==> src/common/pse_wd_pkg.sv <==
package pse_wd_pkg;
   // ----------------------------------------------------------------
   // register offsets
   // ----------------------------------------------------------------
   localparam logic [7:0] ADDR_GLOBAL_CMD = 8'h1a;
   localparam logic [7:0] ADDR_PART_ID = 8'h1b;
   localparam logic [7:0] ADDR_TAKEOVER = 8'h1c;
   localparam logic [7:0] ADDR_WD_COUNT = 8'h1e;
   localparam logic [7:0] ADDR_SWITCH_MODE = 8'h1f;
   localparam logic [7:0] ADDR_GATE_AC_PROG = 8'h23;
   localparam logic [7:0] ADDR_CURLIM_PROG = 8'h27;
   localparam logic [7:0] ADDR_MISC_CFG = 8'h17;
   // ----------------------------------------------------------------
   // field positions
   // ----------------------------------------------------------------
   localparam int CMD_CLEAR_ALL_INTERRUPTS_BIT = 7;
   localparam int CMD_SOFT_RST_BIT = 4;
   localparam int SM_WD_EN_BIT = 7;
   localparam int SM_IRQ_EN_BIT = 6;
   localparam int SM_AC_TEST_BIT = 4;
   localparam int PRG_DETECT_BYPASS_ALLOW_BIT = 4;
   localparam int MISC_INT_EN_BIT = 7;
   // ----------------------------------------------------------------
   // reset values
   // ----------------------------------------------------------------
   localparam logic [7:0] RST_GLOBAL_CMD = 8'h00;
   localparam logic [7:0] RST_TAKEOVER = 8'h00;
   localparam logic [7:0] RST_WD_COUNT = 8'h00;
   localparam logic [7:0] RST_SWITCH_MODE = 8'h00;
   localparam logic [7:0] RST_GATE_AC_PROG = 8'h04;
   localparam logic [7:0] RST_CURLIM_PROG = 8'h47;
   localparam logic [7:0] RST_MISC_CFG = 8'hc0;
   // ----------------------------------------------------------------
   // port operating modes and timing
   // ----------------------------------------------------------------
   localparam logic [1:0] MODE_SHUTDOWN = 2'b00;
   localparam logic [1:0] MODE_AUTO = 2'b11;
   localparam int CLK_MHZ = 200;
   localparam int WD_TICK_MS = 164;
   localparam int WD_TICK_CYCLES = WD_TICK_MS * 1000 * CLK_MHZ;
endpackage : pse_wd_pkg

==> src/hw/pse_watchdog_global_control.sv <==
`timescale 1ns/10ps
module pse_watchdog_global_control #(
   parameter int TICK_CYCLES = pse_wd_pkg::WD_TICK_CYCLES,
   parameter logic [4:0] PART_PART_IDENTITY_FIELD = 5'h0a, // arbitrary value
   parameter logic [2:0] SILICON_REV = 3'h1 // arbitrary value
) (
   input wire logic clk_in,
   input wire logic nrst_in,
   input wire logic reg_wr_in,
   input wire logic reg_rd_in,
   input wire logic [7:0] reg_addr_in,
   input wire logic [7:0] reg_wdata_in,
   output logic [7:0] reg_rdata_out,
   input wire logic [3:0] pwr_on_req_in,
   input wire logic [3:0] mode_wr_req_in,
   input wire logic [7:0] mode_wr_data_in,
   input wire logic [3:0] gate_drive_in,
   input wire logic [3:0] power_good_in,
   input wire logic event_irq_in,
   output logic [3:0] pwr_on_grant_out,
   output logic [3:0] mode_wr_grant_out,
   output logic [7:0] port_mode_out,
   output logic [3:0] port_mode_force_out,
   output logic hw_control_out,
   output logic [3:0] port_soft_reset_out,
   output logic clear_events_out,
   output logic [3:0] gate_drive_out,
   output logic [3:0] power_good_status_out,
   output logic [2:0] gate_pullup_code_out,
   output logic [2:0] ac_threshold_code_out,
   output logic detect_bypass_allow_out,
   output logic osc_fail_ignore_out,
   output logic [3:0] current_limit_code_out,
   output logic irq_n_out
);
   import pse_wd_pkg::*;

   // ----------------------------------------------------------------
   // registers
   // ----------------------------------------------------------------
   logic [7:0] global_cmd_q;
   logic [3:0] takeover_q;
   logic [7:0] wd_count_q;
   logic [7:0] switch_mode_q;
   logic [7:0] gate_ac_q;
   logic [7:0] curlim_q;
   logic [7:0] misc_q;
   logic hw_ctrl_q;
   logic [31:0] tick_cnt_q;
   logic soft_rst_q;
   logic tick;
   logic expire;
   logic [3:0] refused;

   function automatic logic hit(input logic [7:0] a, input logic [7:0] off);
      hit = reg_wr_in && (a == off);
   endfunction : hit

   // watchdog enable and nonzero refresh decode, shared by several processes
   wire wd_en = switch_mode_q[SM_WD_EN_BIT];
   wire wd_reload = hit(reg_addr_in, ADDR_WD_COUNT) && (reg_wdata_in != 8'h00);

   // command pulses held one cycle, then self-clear
   always_ff @(posedge clk_in or negedge nrst_in) begin
      if (!nrst_in) begin
         global_cmd_q <= RST_GLOBAL_CMD;
      end else if (hit(reg_addr_in, ADDR_GLOBAL_CMD) && !soft_rst_q) begin
         global_cmd_q <= reg_wdata_in;
      end else begin
         global_cmd_q <= 8'h00;
      end
   end

   // soft reset acts the cycle after the write
   always_ff @(posedge clk_in or negedge nrst_in) begin
      if (!nrst_in) begin
         soft_rst_q <= 1'b0;
      end else begin
         soft_rst_q <= hit(reg_addr_in, ADDR_GLOBAL_CMD) && reg_wdata_in[CMD_SOFT_RST_BIT];
      end
   end

   assign clear_events_out = global_cmd_q[CMD_CLEAR_ALL_INTERRUPTS_BIT];
   assign port_soft_reset_out = global_cmd_q[3:0];

   // configuration registers; soft reset overrides any write
   always_ff @(posedge clk_in or negedge nrst_in) begin
      if (!nrst_in) begin
         switch_mode_q <= RST_SWITCH_MODE;
         gate_ac_q <= RST_GATE_AC_PROG;
         curlim_q <= RST_CURLIM_PROG;
         misc_q <= RST_MISC_CFG;
      end else if (soft_rst_q) begin
         switch_mode_q <= RST_SWITCH_MODE;
         gate_ac_q <= RST_GATE_AC_PROG;
         curlim_q <= RST_CURLIM_PROG;
         misc_q <= RST_MISC_CFG;
      end else begin
         if (hit(reg_addr_in, ADDR_SWITCH_MODE)) begin
            switch_mode_q <= {reg_wdata_in[7:6], 1'b0, reg_wdata_in[4:0]};
         end
         if (hit(reg_addr_in, ADDR_GATE_AC_PROG)) begin
            gate_ac_q <= reg_wdata_in;
         end
         if (hit(reg_addr_in, ADDR_CURLIM_PROG)) begin
            curlim_q <= reg_wdata_in;
         end
         if (hit(reg_addr_in, ADDR_MISC_CFG)) begin
            misc_q <= reg_wdata_in;
         end
      end
   end

   // 164 ms tick divider, restarted by a reload so the first
   // decrement after a refresh is a full period away
   always_ff @(posedge clk_in or negedge nrst_in) begin
      if (!nrst_in) begin
         tick_cnt_q <= 32'h0;
      end else if (soft_rst_q || !wd_en || wd_reload || tick) begin
         tick_cnt_q <= 32'h0;
      end else begin
         tick_cnt_q <= tick_cnt_q + 32'h1;
      end
   end
   assign tick = wd_en && (tick_cnt_q == 32'(TICK_CYCLES - 1));

   // watchdog count: reload wins over tick, holds at zero
   always_ff @(posedge clk_in or negedge nrst_in) begin
      if (!nrst_in) begin
         wd_count_q <= RST_WD_COUNT;
      end else if (soft_rst_q) begin
         wd_count_q <= RST_WD_COUNT;
      end else if (hit(reg_addr_in, ADDR_WD_COUNT)) begin
         wd_count_q <= reg_wdata_in;
      end else if (tick && wd_count_q != 8'h00) begin
         wd_count_q <= wd_count_q - 8'h01;
      end
   end

   // expiry: count stepped down to zero by the tick
   assign expire = tick && (wd_count_q == 8'h01) && !wd_reload;

   // hardware control held until watchdog disabled or count refreshed
   always_ff @(posedge clk_in or negedge nrst_in) begin
      if (!nrst_in) begin
         hw_ctrl_q <= 1'b0;
      end else if (soft_rst_q || !wd_en || wd_reload) begin
         hw_ctrl_q <= 1'b0;
      end else if (expire) begin
         hw_ctrl_q <= 1'b1;
      end
   end

   // takeover modes driven for one cycle at expiry
   always_comb begin
      for (int p = 0; p < 4; p++) begin
         port_mode_out[2*p +: 2] = switch_mode_q[p] ? MODE_AUTO : MODE_SHUTDOWN;
      end
   end
   assign port_mode_force_out = {4{expire}};
   assign hw_control_out = hw_ctrl_q;

   // gating of software requests under hardware control
   assign pwr_on_grant_out = hw_ctrl_q ? 4'h0 : pwr_on_req_in;
   assign mode_wr_grant_out = hw_ctrl_q ? 4'h0 : mode_wr_req_in;
   assign refused = hw_ctrl_q ? pwr_on_req_in : 4'h0;

   // flag read strobe; the read mux samples the old flags on the same edge
   wire to_read = reg_rd_in && (reg_addr_in == ADDR_TAKEOVER);

   // takeover flags: set wins over clear-on-read
   always_ff @(posedge clk_in or negedge nrst_in) begin
      if (!nrst_in) begin
         takeover_q <= RST_TAKEOVER[3:0];
      end else if (soft_rst_q) begin
         takeover_q <= RST_TAKEOVER[3:0];
      end else if (wd_en) begin
         takeover_q <= (to_read ? 4'h0 : takeover_q)
                       | {4{expire}}
                       | refused;
      end else if (to_read) begin
         takeover_q <= 4'h0;
      end
   end

   // ac test mode overrides gate and power-good paths
   always_comb begin
      if (switch_mode_q[SM_AC_TEST_BIT]) begin
         gate_drive_out = 4'h0;
         power_good_status_out = 4'hf;
      end else begin
         gate_drive_out = gate_drive_in;
         power_good_status_out = power_good_in;
      end
   end

   // programming fields to the analog side
   assign gate_pullup_code_out = gate_ac_q[7:5];
   assign ac_threshold_code_out = gate_ac_q[2:0];
   assign detect_bypass_allow_out = gate_ac_q[PRG_DETECT_BYPASS_ALLOW_BIT];
   assign osc_fail_ignore_out = gate_ac_q[3];
   assign current_limit_code_out = curlim_q[7:4];

   // open-drain style interrupt, active low
   assign irq_n_out = !(misc_q[MISC_INT_EN_BIT] &&
                        (event_irq_in || (switch_mode_q[SM_IRQ_EN_BIT] && |takeover_q)));

   // register read mux, unmapped reads zero
   always_ff @(posedge clk_in or negedge nrst_in) begin
      if (!nrst_in) begin
         reg_rdata_out <= 8'h00;
      end else if (reg_rd_in) begin
         case (reg_addr_in)
            ADDR_PART_ID: reg_rdata_out <= {PART_PART_IDENTITY_FIELD, SILICON_REV};
            ADDR_TAKEOVER: reg_rdata_out <= {4'h0, takeover_q};
            ADDR_WD_COUNT: reg_rdata_out <= wd_count_q;
            ADDR_SWITCH_MODE: reg_rdata_out <= switch_mode_q;
            ADDR_GATE_AC_PROG: reg_rdata_out <= gate_ac_q;
            ADDR_CURLIM_PROG: reg_rdata_out <= curlim_q;
            ADDR_MISC_CFG: reg_rdata_out <= misc_q;
            default: reg_rdata_out <= 8'h00;
         endcase
      end
   end
endmodule : pse_watchdog_global_control

==> config.mk <==
export PLATFORM = sky130hd
export DESIGN_NAME = pse_watchdog_global_control
export DESIGN_NICKNAME = d
export VERILOG_FILES = /design/src/common/pse_wd_pkg.sv /design/src/hw/pse_watchdog_global_control.sv
export SDC_FILE = /design/constraint.sdc
export NUM_CORES = 1
export LEC_CHECK = 0
export ABC_AREA = 1
export BUFFER_PORTS_ARGS = -buffer_cell sky130_fd_sc_hd__buf_2
export CORE_ASPECT_RATIO = 1.4
export CORE_MARGIN = 3
export CORE_UTILIZATION = 40
export DETAILED_ROUTE_END_ITERATION = 6
export GPL_TIMING_DRIVEN = 1
export PLACE_DENSITY = 0.6
export SYNTH_ARGS = -nofsm -noshare
export SYNTH_HDL_FRONTEND = slang
export SYNTH_SLANG_ARGS = --single-unit
==> constraint.sdc <==
create_clock -name clk_in -period 2.5 [get_ports clk_in]
set_clock_uncertainty 0.05 [all_clocks]
set_input_delay 0.125 -clock clk_in [delete_from_list [all_inputs] [get_ports clk_in]]
set_output_delay 0.125 -clock clk_in [all_outputs]
set_load 0.1 [all_outputs]
### Word-level counts from Yosys, hierarchy flattened

Index checks and enable logic that the tools add are counted.

| storage, ports and cells | value |
|---|---|
| input bits | 45 |
| output and inout bits | 55 |
| bits in registers | 94 |

| cells by class | value |
|---|---|
| muxes and demuxes | 28 |
| reductions and logical operators | 33 |
| add/subtract/negate cells | 2 |
| eq/ne operators | 10 |
| bitwise operators | 2 |

Operators with widths:

| cell | count |
|---|---|
| 8-bit 2-to-1 mux | 12 |
| 8-bit case mux with 7 select lines | 1 |
| 8-bit by 5-bit equality test with 1-bit output, second input constant | 6 |
| 32-bit by 1-bit adder with 32-bit output, second input constant | 1 |
| 32-bit by 25-bit equality test with 1-bit output, second input constant | 1 |
| 32-bit 2-to-1 mux | 1 |
| 4-bit 2-to-1 mux | 8 |
| 8-bit by 6-bit equality test with 1-bit output, second input constant | 2 |
| 1-bit logical AND | 16 |
| 8-bit nonzero test | 2 |
| 2-bit nonzero test | 5 |
| 8-bit by 1-bit equality test with 1-bit output, second input constant | 1 |
| 2-bit 2-to-1 mux | 4 |
| 4-bit bitwise OR | 2 |
| 8-bit by 1-bit subtractor with 8-bit output, second input constant | 1 |
| 1-bit zero test | 4 |
| 1-bit logical OR | 4 |
| 4-bit OR reduction | 1 |
| 3-bit nonzero test | 1 |
| 1-bit 2-to-1 mux | 2 |

### Longest topological paths before layout

| logic depth | value |
|---|---|
| depth in word-level cells | 9 |
| depth in mapped cells | 12 |
| mapped depth without buffers | 11 |

### Worst setup path after synthesis

No wires, ideal clock.

| timing path | value |
|---|---|
| path kind | register -> output |
| from | reg hw_ctrl_q (netlist: hw_control_out) |
| to | out mode_wr_grant_out[0] |
| path buffers | 1 |
| data arrival time | 2.356 ns |
| path slack | -0.031 ns |
| stages on the path, launching flop included | 3 |
| cells stage by stage | dfrtp_1 clkbuf_1 nor2_1 |

| on the way | value |
|---|---|
| longest elaborated chain between the ends | 1 |

RTL lines:

| item | line | source |
|---|---|---|
| from (decl) | pse_watchdog_global_control.sv:48 | `logic hw_ctrl_q;` |
| from (signal assigned) | pse_watchdog_global_control.sv:146 | `hw_ctrl_q <= 1'b0;` |
| from (signal assigned) | pse_watchdog_global_control.sv:148 | `hw_ctrl_q <= 1'b0;` |
| from (signal assigned) | pse_watchdog_global_control.sv:150 | `hw_ctrl_q <= 1'b1;` |
| 4-bit 2-to-1 mux | pse_watchdog_global_control.sv:165 | `assign mode_wr_grant_out = hw_ctrl_q ? 4'h0 : mode_wr_req_in;` |
| to (decl) | pse_watchdog_global_control.sv:21 | `output logic [3:0] mode_wr_grant_out,` |

No other way between the ends.

### Worst setup path after layout

| timing path | value |
|---|---|
| from | reg tick_cnt_q[0] |
| to | out port_mode_force_out[1] |

| on the way | value |
|---|---|
| longest elaborated chain between the ends | 4 |

RTL lines:

| item | line | source |
|---|---|---|
| from (decl) | pse_watchdog_global_control.sv:49 | `logic [31:0] tick_cnt_q;` |
| from (signal assigned) | pse_watchdog_global_control.sv:122 | `tick_cnt_q <= tick_cnt_q + 32'h1;` |
| 32-bit by 25-bit equality test with 1-bit output | pse_watchdog_global_control.sv:125 | `assign tick = wd_en && (tick_cnt_q == 32'(TICK_CYCLES - 1));` |
| 1-bit logical AND | pse_watchdog_global_control.sv:125 |  |
| 1-bit logical AND (2 in a row) | pse_watchdog_global_control.sv:141 | `assign expire = tick && (wd_count_q == 8'h01) && !wd_reload;` |
| to (decl) | pse_watchdog_global_control.sv:23 | `output logic [3:0] port_mode_force_out,` |

No other way between the ends.

==> flow_summary.json <==
{
  "run_status": "finished clean",
  "layout-drive-gt1-share_pct": 17.43,
  "n_antenna_cell": 0,
  "endpoint_kind": "output port",
  "total_power_w": 0.004079,
  "avgRoutedWirePerCell_um": 14.52,
  "p_leak_nw": 3.235,
  "placementRows": 49,
  "numClockSinks": 90,
  "ff_latch_area_um2": 2261,
  "hold_viol_final": 0,
  "tightest_slew_ns": 0.6044,
  "gp_congestion": 0.8920,
  "start_kind": "flop",
  "vias_per_cell": 4.758,
  "area.growth.synth_to_final_pct": 18.06,
  "root_buffer": "clkbuf_16",
  "peakVddDrop_v": 0.0005902,
  "nets": 899,
  "grt_pass1_vias": 4865,
  "grt_max_degree": 49,
  "slew_headroom_pct": 59.39,
  "drt_iter0_markers": 253,
  "max-cap-violations": 0,
  "critPathArrivalTime_ns": 2.18,
  "globalRouteOverflowTotal": 0,
  "synth_area_per_cell_um2": 6.982,
  "syn_area_um2": 5376,
  "clock.fmax_ghz": 0.4249,
  "crit_required_ns": 2.33,
  "async_flop_share_pct": 100.0,
  "post_cts_resized": 0,
  "drt-met1-wl_um": 5888,
  "syn_inst": 770,
  "crit_type": "flop to output port",
  "layout_commonest_cell": "nand2_1",
  "h-tree-depth": 3,
  "remaining_drc_errors": 0,
  "hpwl_um": 11670,
  "syn_nets": 819,
  "yosysWarnings": 0,
  "netlist.top_cell.by_area": "dfrtp_1",
  "wl_met3_um": 579,
  "post-cts-setup-buffers": 0,
  "grt_first_pass_wirelength_um": 24250,
  "period_minus_slack_ns": 2.354,
  "die_area_um2": 14890,
  "cts_tree": "done",
  "cp_max_fo": 5,
  "numCtsBuffers": 9,
  "grt_util_all_layers_pct": 20.85,
  "vias": 4915,
  "ys_seq_area_share_pct": 42.05,
  "layout_common_cells": "nand2_1 (214), nor2_1 (131), inv_1 (94)",
  "final_max_slew_viol_count": 0,
  "synth_area_leaders": "dfrtp_1 (39%), nand2_1 (15%), nor2_1 (9.1%)",
  "power_density_nw_per_um2": 642.7,
  "ys_seq_elements": 90,
  "dr_wl_met2_um": 7883,
  "synth-edff-count": 0,
  "wl_um": 15000,
  "synth-main-ff-cell": "dfrtp_1",
  "initial_utilization_pct": 41.37,
  "ys_types": 37,
  "holdWs_ns": 0.02819,
  "top_layer": "met4",
  "core_area_um2": 13000,
  "ios": 100,
  "cts.path.max_buffers": 2,
  "cts.clk_slew.worst_paths_ns": 0.07,
  "io_buffers": 91,
  "drt-pass1-iter-count": 5,
  "setup_viol": 0,
  "min_path_type": "input port to flop",
  "multi_input_comb_area_um2": 2517,
  "finalCritPeriodShare_pct": 94.14,
  "fp.dieW_um": 104.0,
  "antenna_left": 0,
  "clock_latency_ns": 0.36,
  "rsz0062_at_grt": "false",
  "die_h_um": 143.2,
  "antenna_found_initial": 0,
  "synth_top_area_share_pct": 38.63,
  "nFillCells": 1396
}
## timing repair
action | in CTS | in global routing
endpoints found under the setup margin | 0 | 0
hold endpoints to repair | 44 | 0
hold buffers | 3 | 0
## kinds of logic (layout without fill, tap and decap cells)
kind of cell    after synthesis  in the layout  share of synthesized area [%]
fa+ha+maj                     4              4                         0.9309
buf+inv                     133            218                          11.12
compound gates               56             56                          5.469
simple gates                468            468                          37.33
xor+xnor                     19             19                          3.095
flops                        90             90                          42.05
## power breakdown
part | switching (W) | internal, W | total, W
sequential | 0.000104 | 0.00158 | 0.00168
clock | 0.000623 | 0.000916 | 0.00154
combinational | 0.000656 | 0.000201 | 0.000857
total | 0.00138 | 0.00270 | 0.00408
## registers in the layout, indices dropped and copies added (netlist names)
| register | count |
|---|---|
| global_cmd_q | 5 |
| gate_ac_q | 8 |
| switch_mode_q | 7 |
| soft_rst_q | 1 |
| curlim_q | 8 |
| misc_q | 8 |
| takeover_q | 4 |
| tick_cnt_q | 32 |
| hw_control_out | 1 |
| reg_rdata_out | 8 |
| wd_count_q | 8 |
## final cells by class
cell class	count	share of cell area, %
clock buffers	10	3.765
clock inverters	6	1.498
inverters	99	5.855
multi-input cells	547	39.66
flip-flops and latches	90	35.62
well taps	178	3.509
repair buffers	103	10.09
## path summary, 6_finish.rpt
kind	from	to	slack [ns]	cells past startpoint
min in group asynchronous	nrst_in	tick_cnt_q[24]	0.26	2
min reg2reg	reg_rdata_out[2]	reg_rdata_out[2]	0.43	2
max in group asynchronous	nrst_in	curlim_q[1]	1.43	3
min	reg_wdata_in[4]	soft_rst_q	0.03	3
max	tick_cnt_q[0]	port_mode_force_out[1]	0.15	9
max reg2reg	tick_cnt_q[0]	tick_cnt_q[16]	0.48	10
## metrics by stage
step | utilization (%) | std cells | setup TNS [ns] | setup slack (ns) | instance area, µm²
after CTS | 48.84 | 1033 | 0 | 0.1311 | 6347
after global routing | 48.84 | 1033 | 0 | 0.01909 | 6347
after floorplan | - | 770 | -0.2460 | -0.03075 | 5376
after detailed placement | 46.03 | 1014 | 0 | 0.4940 | 5983
final | 48.84 | 1033 | 0 | 0.1464 | 6347
after global placement | 46.03 | 1014 | 0 | 0.5316 | 5983
## layer usage
metal  vias to the layer above  global-route usage, %
met4                         0                  11.62
met5                         -                      0
li1                       2537                      -
met1                      2220                  23.40
met3                        36                  3.844
met2                       122                  37.41
## cells in the mapped netlist (2+ instances only)
cell type,count
nand2_2,4
xnor2_1,9
buf_6,2
nor2_2,4
nor2_4,3
nor2_1,131
dfstp_2,7
clkbuf_1,5
ha_1,4
a21oi_1,6
inv_2,5
buf_4,21
dfrtp_1,83
buf_2,4
buf_1,2
nand3_1,75
o21ai_0,37
inv_1,94
nor3_1,14
or2_2,4
nand2_1,214
xor2_1,10
nand4_1,11
o21ai_1,8
## worst max-delay path, cell delays in order (launching register included)
cell and delay, ns:
dfrtp_1 0.38, ha_1 0.19, nand2_1 0.07, inv_2 0.06, nand2_1 0.13, nor2_2 0.29
nand3_1 0.12, nor3_1 0.17, buf_4 0.21, buf_12 0.18
No activity file was read; power rests on OpenSTA's default activity.
